### src/hdl/wpm_pkg.sv
// Package for the write-path mode register block: field positions, codes, masks, state types.
// Assumes one clock domain; command/address pins sampled synchronously.
package wpm_pkg;
   localparam int MR_W = 22;
   localparam logic [2:0] SEL_MR1 = 3'h1;
   localparam logic [2:0] SEL_MR2 = 3'h2;
   localparam logic [2:0] SEL_UNUSED = 3'h7;
   localparam int SEL_LSB = 18;
   localparam int MR1_OUT_OFF = 12;
   localparam int MR1_XTS = 11;
   localparam int MR1_LEVEL = 7;
   localparam int MR1_AL_LSB = 3;
   localparam int MR2_CRC = 12;
   localparam int MR2_RTTWR_LSB = 9;
   localparam int MR2_SRT_LSB = 6;
   localparam int MR2_CWL_LSB = 3;
   localparam logic [21:0] MR2_RSVD_MASK = 22'h22_2107;
   localparam logic [21:0] MR_RESET = 22'h00_0000;
   localparam logic [2:0] RTTWR_OFF = 3'h0;
   localparam logic [2:0] RTTWR_DIV2 = 3'h1;
   localparam logic [2:0] RTTWR_DIV1 = 3'h2;
   localparam logic [2:0] RTTWR_HIZ = 3'h3;
   localparam logic [2:0] RTTWR_DIV3 = 3'h4;
   localparam logic [1:0] AL_RSVD = 2'h3;
   localparam logic [1:0] AL_ONE = 2'h1;
   localparam logic [1:0] AL_TWO = 2'h2;
   typedef enum logic [2:0] {
      WPM_TERM_OFF = 3'b001,
      WPM_TERM_NOM = 3'b010,
      WPM_TERM_WR = 3'b100
   } wpm_term_e;
   typedef struct packed {
      logic [21:0] mr1;
      logic [21:0] mr2;
      logic [5:0] wl;
      wpm_term_e term;
      logic rsvd_err;
   } wpm_state_s;
endpackage : wpm_pkg

### src/hdl/wpm_mode_regs.sv
// Decodes MODE REGISTER SET for registers 1 and 2 and derives write-path controls.
// Assumes controller pins are synchronous to MCLK; read latency is an input.
`timescale 1ns/1ns
module wpm_mode_regs (
   input wire logic MCLK,
   input wire logic RST_N,
   input wire logic CMD_VALID,
   input wire logic RAS_N,
   input wire logic CAS_N,
   input wire logic WE_N,
   input wire logic [1:0] BG,
   input wire logic [1:0] BA,
   input wire logic A17,
   input wire logic [13:0] A,
   input wire logic WRITE_ACTIVE,
   input wire logic TWO_CLK_PREAMBLE,
   input wire logic [4:0] READ_LATENCY,
   input wire logic [2:0] PARITY_DELAY,
   output logic OUTPUT_DISABLE,
   output logic EXTRA_TERMINATION_STROBE,
   output logic WRITE_BYTE_MASK_ALLOWED,
   output logic BUS_INVERSION_ALLOWED,
   output logic WRITE_CRC_EN,
   output logic [2:0] WRITE_TIME_TERMINATION,
   output logic [1:0] SELFREFRESH_TEMP_RANGE,
   output logic AUTOMATIC_RANGE_SWITCHING,
   output logic [4:0] COLUMN_WRITE_DELAY,
   output logic CWL_CODE_INVALID,
   output logic WRITE_LEVELING,
   output logic [2:0] TERM_SELECT,
   output logic [5:0] TOTAL_WRITE_DELAY,
   output logic RESERVED_ERROR
);
   ////////////////////////////////////////////////////////////////////////////////
   function automatic logic [4:0] cwl_of(input logic [2:0] code);
      logic [4:0] t;
      t = 5'h09;
      case (code)
         3'd0: t = 5'h09;
         3'd1: t = 5'h0a;
         3'd2: t = 5'h0b;
         3'd3: t = 5'h0c;
         3'd4: t = 5'h0e;
         3'd5: t = 5'h10;
         3'd6: t = 5'h12;
         default: t = 5'h14;
      endcase
      return t;
   endfunction : cwl_of

   function automatic logic [4:0] al_of(input logic [1:0] code, input logic [4:0] rl);
      logic [4:0] t;
      t = 5'h00;
      if (code == wpm_pkg::AL_ONE) begin
         t = rl - 5'h01;
      end else if (code == wpm_pkg::AL_TWO) begin
         t = rl - 5'h02;
      end
      return t;
   endfunction : al_of

   ////////////////////////////////////////////////////////////////////////////////
   wpm_pkg::wpm_state_s st_r;
   wpm_pkg::wpm_state_s st_nxt;
   logic mrs;
   logic [21:0] word;
   logic [2:0] sel;
   logic [2:0] cwl_code;
   logic [1:0] al_code;

   assign mrs = CMD_VALID && !RAS_N && !CAS_N && !WE_N;
   assign word = {BG, BA, A17, 3'b000, A};
   assign sel = word[wpm_pkg::SEL_LSB +: 3];
   assign cwl_code = st_r.mr2[wpm_pkg::MR2_CWL_LSB +: 3];
   assign al_code = st_r.mr1[wpm_pkg::MR1_AL_LSB +: 2];

   always_comb begin
      st_nxt = st_r;
      // Unused select code is dropped so no register is corrupted
      if (mrs && sel == wpm_pkg::SEL_MR1) begin
         st_nxt.mr1 = word;
      end
      if (mrs && sel == wpm_pkg::SEL_MR2) begin
         st_nxt.mr2 = word;
         st_nxt.rsvd_err = |(word & wpm_pkg::MR2_RSVD_MASK);
      end
      // Latency sum uses the held fields; reserved added-delay code counts as zero
      st_nxt.wl = {1'b0, (al_code == wpm_pkg::AL_RSVD) ? 5'h00 : al_of(al_code, READ_LATENCY)}
         + {1'b0, cwl_of(cwl_code)} + {3'b000, PARITY_DELAY};
      // Termination chosen per write on its own, no command needed
      if (st_r.mr1[wpm_pkg::MR1_LEVEL]) begin
         st_nxt.term = wpm_pkg::WPM_TERM_NOM;
      end else if (WRITE_ACTIVE
                   && st_r.mr2[wpm_pkg::MR2_RTTWR_LSB +: 3] != wpm_pkg::RTTWR_OFF) begin
         st_nxt.term = wpm_pkg::WPM_TERM_WR;
      end else begin
         st_nxt.term = wpm_pkg::WPM_TERM_NOM;
      end
   end

   always_ff @(posedge MCLK or negedge RST_N) begin
      if (!RST_N) begin
         st_r <= '{mr1: wpm_pkg::MR_RESET, mr2: wpm_pkg::MR_RESET, wl: 6'h00,
                   term: wpm_pkg::WPM_TERM_OFF, rsvd_err: 1'b0};
      end else begin
         st_r <= st_nxt;
      end
   end

   ////////////////////////////////////////////////////////////////////////////////
   assign OUTPUT_DISABLE = st_r.mr1[wpm_pkg::MR1_OUT_OFF];
   // x16 part: enable drives termination on the strobe pins instead
   assign EXTRA_TERMINATION_STROBE = st_r.mr1[wpm_pkg::MR1_XTS];
   assign WRITE_BYTE_MASK_ALLOWED = !st_r.mr1[wpm_pkg::MR1_XTS];
   assign BUS_INVERSION_ALLOWED = !st_r.mr1[wpm_pkg::MR1_XTS];
   assign WRITE_CRC_EN = st_r.mr2[wpm_pkg::MR2_CRC];
   assign WRITE_TIME_TERMINATION = st_r.mr1[wpm_pkg::MR1_LEVEL] ? wpm_pkg::RTTWR_OFF
      : st_r.mr2[wpm_pkg::MR2_RTTWR_LSB +: 3];
   assign SELFREFRESH_TEMP_RANGE = st_r.mr2[wpm_pkg::MR2_SRT_LSB +: 2];
   assign AUTOMATIC_RANGE_SWITCHING = &st_r.mr2[wpm_pkg::MR2_SRT_LSB +: 2];
   assign COLUMN_WRITE_DELAY = cwl_of(cwl_code);
   assign CWL_CODE_INVALID = TWO_CLK_PREAMBLE && !cwl_code[2];
   assign WRITE_LEVELING = st_r.mr1[wpm_pkg::MR1_LEVEL];
   assign TERM_SELECT = st_r.term;
   assign TOTAL_WRITE_DELAY = st_r.wl;
   assign RESERVED_ERROR = st_r.rsvd_err;
endmodule : wpm_mode_regs

### config.mk
export PLATFORM = sky130hd
export DESIGN_NAME = wpm_mode_regs
export DESIGN_NICKNAME = d
export VERILOG_FILES = /design/src/hdl/wpm_pkg.sv /design/src/hdl/wpm_mode_regs.sv
export SDC_FILE = /design/constraint.sdc
export NUM_CORES = 1
export LEC_CHECK = 0
export BUFFER_PORTS_ARGS = -buffer_cell sky130_fd_sc_hd__buf_2
export CAP_MARGIN = 30
export CORE_AREA = 2 2 59 61
export DETAILED_ROUTE_END_ITERATION = 6
export DIE_AREA = 0 0 61 63
export PLACE_DENSITY = 0.85
export SETUP_SLACK_MARGIN = 0.15
export SLEW_MARGIN = 20
export SYNTH_ARGS = -nofsm -noshare
export SYNTH_HDL_FRONTEND = slang
export SYNTH_SLANG_ARGS = --single-unit
### constraint.sdc
create_clock -name MCLK -period 3.2 [get_ports MCLK]
set_clock_uncertainty 0.2 [all_clocks]
set_input_delay 0.32 -clock MCLK [delete_from_list [all_inputs] [get_ports MCLK]]
set_output_delay 0.32 -clock MCLK [all_outputs]
set_load 0.005 [all_outputs]
==> results.ini, run 1 <==
[detailed_routing]
wl_mm = 2.556
dr_total_vias = 1076
wl_per_cell_um = 10.92
final_antenna_net_count = 0
route.detailed.drc = 0
vias_per_cell = 4.598
first_iter_violations = 10
dr.pass1.iters = 2

[floorplanning]
dieArea_um2 = 3843
fp.dieH_um = 63
start_util_pct = 45.06
row_count = 21
die-width_um = 61
io_pins = 63
coreArea_um2 = 3232

[sta]
finalCriticalPeriod_ps = 2628
final-setup-viol-count = 0
tns_ps = 0
fmax_mhz = 380.6
finalHoldViolCount = 0
rsz0062_at_grt = no
layout_worst_path_cycle_share_pct = 82.11
drv_slew = 0

[clock_tree]
root_buffer = clkbuf_4
clk_pin_slew_ps = 130
clockBufferDepth = 2
cts_buffers = 3
cts.sinks = 24
cts_tree = built
h-tree-depth = 1
worstSkewPairLatency_ps = 310
cts_setup_buffers = 0

[power]
p_total_mw = 0.8858
p_comb_share_pct = 37.4
p_sw_share_pct = 30.85
p_clk_share_pct = 17.8
p_sw_mw = 0.2732
power_density_nw_per_um2 = 498.6
power_leakage_nw = 0.9872
intPower_mw = 0.6126
p_seq_share_pct = 44.8
vdd_drop_max_uv = 226.9

[worst_setup_path]
endpoint_kind = register
cp.required_ps = 3240
worstReg2RegEnd = TOTAL_WRITE_DELAY[5]
critical_path_class = register to register
critPathCapture = TOTAL_WRITE_DELAY[5]
cp_max_fo = 6
crit_start = al_code[0]
reg2reg_depth = 10
r2r_slack_ps = 570
cp-start-kind = register
cp_data_arrival_time_ps = 2670
rr_startpoint = al_code[0]

[finish]
antennaDiodeCount = 0
drive_above_1_share_pct = 46.28
fin_nets = 237
fin_util_pct = 54.97
area_growth_pct = 21.99
fillers = 313

[logic_synthesis]
synthArstFlopShare_pct = 100.0
synthTopCellsByCount = dfrtp_1, inv_1, mux2_2, buf_4, ha_1
synth-main-ff-cell = dfrtp_1
synth-edff-count = 0
synthTopCellsByArea = dfrtp_1, mux2_2, ha_1
synthesis.area_um2 = 1456
syn_nets = 181
seq_area_frac_synth_pct = 41.32
yosysUniqueCellTypes = 29
synth_top_area_cell = dfrtp_1
synthesis.instances = 133
syn_area_per_cell_um2 = 10.95
ys_ff_latch = 24
synth_top_area_share_pct = 39.52
yosysMostFrequentCell = dfrtp_1
ys.warnings.count = 0

[global_route]
grt_pass1_vias = 1002
antenna_found_initial = 0
grt_use_total_pct = 13.91
grt_max_degree = 25
grt_overflow = 0
grt_pass1_wl_mm = 4.146

[placed_design]
port_buffers = 62
place_congestion = 0.8810
place_hpwl_mm = 2.165

[run]
cap_violations = 0

[min_path]
hold_class = input pin to register

[outcome]
status = finished, final reports clean

==> flip-flops by register name, summed over array words and instances, names as in the netlist <==
signal                    count
EXTRA_TERMINATION_STROBE      1
OUTPUT_DISABLE                1
RESERVED_ERROR                1
SELFREFRESH_TEMP_RANGE        2
TERM_SELECT                   3
TOTAL_WRITE_DELAY             6
WRITE_CRC_EN                  1
WRITE_LEVELING                1
al_code                       2
cwl_code                      3
st_r                          3
==> layout make-up <==
type	count	area [um2]	share of cell area [%]
multi-input combinational	75	674.4	37.96
tap	46	57.56	3.239
inverter	21	78.83	4.437
sequential	24	601.8	33.87
clock buffer	4	36.28	2.042
timing repair buffer	64	327.8	18.45
==> power by group through the flow <==
stage / logic (mW) / registers, mW / clock network, mW
after floorplan: 0.253 / 0.400 / 0
after global placement: 0.320 / 0.402 / 0
after detailed placement: 0.333 / 0.405 / 0
after CTS: 0.336 / 0.398 / 0.163
after global routing: 0.375 / 0.406 / 0.178
final: 0.331 / 0.397 / 0.158
==> worst max-delay path, cell delays in order (launching register included) <==
cell and delay (ps):
dfrtp_1 410, nand2b_1 230, o22ai_1 240, fa_1 450
ha_1 220, inv_1 70, fa_1 210, inv_1 60
a21o_1 170, a21oi_1 170, xnor2_1 130
==> cell usage in the layout, fill, tap and decap left out, drive strengths merged <==
| cell type | netlist | layout |
|---|---|---|
| nand2b | 3 | 3 |
| fa | 4 | 4 |
| o311a | 1 | 1 |
| o21ai | 4 | 4 |
| nor3b | 3 | 3 |
| a21o | 3 | 3 |
| o22a | 1 | 1 |
| or2 | 1 | 1 |
| buf | 13 | 63 |
| mux2 | 15 | 15 |
| ha | 9 | 9 |
| a22o | 1 | 1 |
| nor2 | 3 | 3 |
| o22ai | 3 | 3 |
| clkbuf | 0 | 4 |
| dfrtp | 23 | 23 |
| dfstp | 1 | 1 |
| nor4 | 1 | 1 |
| nor3 | 4 | 4 |
| conb | 1 | 1 |
| xnor2 | 5 | 5 |
| a21oi | 5 | 5 |
| nor2b | 4 | 4 |
| or4 | 1 | 1 |
| dlygate4sd3 | 0 | 1 |
| inv | 21 | 21 |
| nand2 | 2 | 2 |
| and2 | 1 | 1 |
==> layer usage <==
layer	vias to the layer above	global-route usage [%]	share of wire, %	wire length [um]
li1	536	-	-	-
met1	512	17.70	43	1092
met2	26	23.52	53	1352
met3	2	0.8282	3.2	83
met4	0	6.250	1.1	27
met5	-	0	0	0
==> worst min path at each step <==
stage / startpoint / to / slack (ps) / cells after the start
after CTS: A[6] / SELFREFRESH_TEMP_RANGE[0] / 20 / 2
after global routing: A[10] / st_r[20] / 8 / 2
final: A[9] / st_r[19] / 30 / 2
after floorplan: RST_N / EXTRA_TERMINATION_STROBE / -180 / 0
after detailed placement: RST_N / RESERVED_ERROR / 120 / 1
after global placement: RST_N / SELFREFRESH_TEMP_RANGE[1] / 120 / 1
==> timing repair <==
action	CTS	global route
resized for setup	0	0
hold buffers	1	0
endpoints found under the hold margin	23	0
==> through the flow <==
stage	cell area (um2)	hold slack [ps]	std cells	setup WS, ps
2_1_floorplan	1456	-175.6	133	745.5
3_3_place_gp	1730	121.5	229	559.1
3_5_place_dp	1730	123.8	229	497.8
4_1_cts	1777	22.05	234	577.6
5_1_grt	1777	8.107	234	392.2
6_report	1777	32.12	234	572.4
==> cell families (layout without fill, tap and decap cells) <==
group / after synthesis / count (layout) / share of synthesized area [%]
other: 1 / 1 / 0.2575
AO/OA/AOI/OAI: 18 / 18 / 7.818
adder cells (fa/ha/maj): 13 / 13 / 13.23
buffers and inverters: 34 / 89 / 12.37
flip-flops: 24 / 24 / 41.32
multiplexers: 15 / 15 / 11.60
XOR/XNOR: 5 / 5 / 3.007
AND/OR/NAND/NOR: 23 / 23 / 10.40
(Power assumes the default switching activity.)
==> inputs of run 2 (changes only) <==
Settings changed: CORE_AREA 2 2 59 61 to 2 2 62 64, DIE_AREA 0 0 61 63 to 0 0 64 66, PLACE_DENSITY 0.85 to 0.82.
Clock period 3.2 ns to 2.3 ns, I/O delays scaled along.
==> run 2 against run 1 <==
The run now ends with negative setup slack left. Utilization rose by 3.6 points. Routed wire length grew 20%. Worst setup slack lost 730 ps. Critical path depth is the same. First-iteration DRC count grew 120%. Cell area grew 17%. Die area up 9.9%. Non-clock buffer count up 26.
==> results.ini, run 2 (synthesis gave the netlist of run 1 again) <==
[outcome]
violations = negative setup slack
status = finished with violations  ; was finished, final reports clean

[sta]
fmax_mhz = 406.1  ; was 380.6 MHz
drv_slew = 0  ; unchanged
layout_worst_path_cycle_share_pct = 107.1  ; was 82.11%
rsz0062_at_grt = yes  ; was no
finalCriticalPeriod_ps = 2462  ; was 2628 ps
final-setup-viol-count = 4  ; was 0
setup_ws_ps = -162.5  ; was 572.4 ps
hold_ws_ps = 15.10  ; was 32.12 ps
max-slew-margin-rel_pct = 65.82
finalHoldViolCount = 0  ; unchanged
worst_pin_slew_ps = 512.7

[finish]
multi_input_area_um2 = 738.2  ; was 674.4 um2
area_growth_pct = 42.87  ; was 21.99%
fin_util_pct = 58.60  ; was 54.97%
drive_above_1_share_pct = 55.61  ; was 46.28%
final_common_cell = buf_2  ; unchanged
fin_nets = 263  ; was 237
mostFrequentLayoutCells = buf_2, dfrtp_1, inv_1  ; unchanged
regArea_um2 = 603.1  ; was 601.8 um2
antennaDiodeCount = 0  ; unchanged
largest_reg_flops = 6  ; unchanged
fillers = 293  ; was 313

[worst_setup_path]
endpoint_kind = register  ; unchanged
r2r_slack_ps = -160  ; was 570 ps
cp-start-kind = register  ; unchanged
rr_startpoint = cwl_code[0]  ; was al_code[0]
cp.required_ps = 2320  ; was 3240 ps
reg2reg_depth = 10  ; unchanged
worstReg2RegEnd = TOTAL_WRITE_DELAY[5]  ; unchanged
cp_data_arrival_time_ps = 2490  ; was 2670 ps
cp_max_fo = 4  ; was 6
critical_path_class = register to register  ; unchanged

[min_path]
min_to = RESERVED_ERROR  ; was st_r[19]
hold_class = input pin to register  ; unchanged
min_path_cells = 4  ; was 2
worstHoldStart = A17  ; was A[9]

[clock_tree]
cts_tree = built  ; unchanged
cts.sinks = 24  ; unchanged
h-tree-depth = 1  ; unchanged
root_buffer = clkbuf_4  ; unchanged
clockBufferDepth = 2  ; unchanged
cts_buffers = 3  ; unchanged
clk_pin_slew_ps = 130  ; about the same
worstSkewPairLatency_ps = 320  ; was 310 ps

[floorplanning]
row_count = 22  ; was 21
io_pins = 63  ; unchanged
coreArea_um2 = 3551  ; was 3232 um2
dieArea_um2 = 4224  ; was 3843 um2
fp.dieH_um = 66  ; was 63 um
die-width_um = 64  ; was 61 um
start_util_pct = 41.01  ; was 45.06%

[power]
power_leakage_nw = 1.123  ; was 0.9872 nW
p_total_mw = 1.453  ; was 0.8858 mW
vdd_drop_max_uv = 331.8  ; was 226.9 uV
p_clk_share_pct = 20.8  ; was 17.8%
p_sw_mw = 0.4261  ; was 0.2732 mW
power_density_nw_per_um2 = 698.1  ; was 498.6 nW/um2
p_sw_share_pct = 29.33  ; was 30.85%
p_seq_share_pct = 38.3  ; was 44.8%
p_comb_share_pct = 40.9  ; was 37.4%
intPower_mw = 1.027  ; was 0.6126 mW

[global_route]
grt_use_total_pct = 15.85  ; was 13.91%
grt_max_degree = 25  ; unchanged
grt_pass1_wl_mm = 5.154  ; was 4.146 mm
antenna_found_initial = 0  ; unchanged
grt_pass1_vias = 1163  ; was 1002
grt_overflow = 0  ; unchanged

[detailed_routing]
dr.pass1.iters = 4  ; was 2
first_iter_violations = 22  ; was 10
wl_mm = 3.066  ; was 2.556 mm
vias_per_cell = 4.515  ; was 4.598
final_antenna_net_count = 0  ; unchanged
dr_total_vias = 1183  ; was 1076
wl_per_cell_um = 11.70  ; was 10.92 um
route.detailed.drc = 0  ; unchanged

[run]
cap_violations = 0  ; unchanged

[placed_design]
place_congestion = 0.8036  ; was 0.8810
place_hpwl_mm = 2.361  ; was 2.165 mm
port_buffers = 62  ; unchanged

[run 2: worst max-delay path, stage by stage, from the launching register on]
cell	delay (ps)
dfrtp_2	470
buf_4	150
a21o_1	200
inv_2	60
fa_2	420
buf_4	150
fa_2	390
inv_2	50
a21o_1	110
a21oi_2	50
xnor2_1	120
[run 2: through the flow]
| step | worst slack, ps | cells | area (um2) | setup TNS [ps] |
|---|---|---|---|---|
| CTS | -147.1 | 261 | 2068 | -349.1 |
| global route | -214.2 | 262 | 2081 | -635.4 |
| finish | -162.5 | 262 | 2081 | -345.4 |
| detailed placement | -266.5 | 244 | 1872 | -692.8 |
| floorplan | -56.39 | 133 | 1498 | -97.58 |
| global placement | -175.5 | 244 | 1872 | -443.6 |
[run 2: layer usage]
| layer | up-vias | share of wire [%] | GRT usage (%) |
|---|---|---|---|
| li1 | 588 | - | - |
| met1 | 559 | 42 | 18.17 |
| met2 | 32 | 52 | 30.21 |
| met3 | 4 | 4.0 | 1.874 |
| met4 | 0 | 1.1 | 5.435 |
| met5 | - | 0 | 0 |
[run 2: power groups by stage]
stage               Clock (mW)  Combinational (mW)  Sequential, mW
global route             0.332               0.668           0.568
floorplan                    0               0.380           0.561
global placement             0               0.524           0.562
CTS                      0.309               0.589           0.555
detailed placement           0               0.550           0.564
finish                   0.303               0.594           0.556
[run 2: timing repair]
| action | 4_1_cts | 5_1_grt |
|---|---|---|
| hold buffers | 11 | 0 |
| setup buffers | 2 | 1 |
| pin swaps | 9 | 3 |
| gates resized for setup | 7 | 5 |
| setup endpoints to repair | 4 | 4 |
| endpoints found under the hold margin | 39 | 0 |
[run 2: worst max-delay path by stage]
stage | end | startpoint | cells past startpoint | slack [ps]
final | TOTAL_WRITE_DELAY[5] | cwl_code[0] | 10 | -160
after detailed placement | TOTAL_WRITE_DELAY[4] | READ_LATENCY[1] | 11 | -270
after floorplan | TOTAL_WRITE_DELAY[5] | al_code[0] | 10 | -60
after global placement | TOTAL_WRITE_DELAY[4] | READ_LATENCY[1] | 11 | -180
after CTS | TOTAL_WRITE_DELAY[4] | al_code[0] | 8 | -150
after global routing | TOTAL_WRITE_DELAY[5] | al_code[1] | 9 | -210
[run 2: cell type report]
type,instances,share of cell area [%]
clock buffer,3,1.082
clock inverter,1,1.443
inverter,21,3.788
multi-input combinational,75,35.48
sequential,24,28.98
tap,48,2.886
timing repair buffer,90,26.34
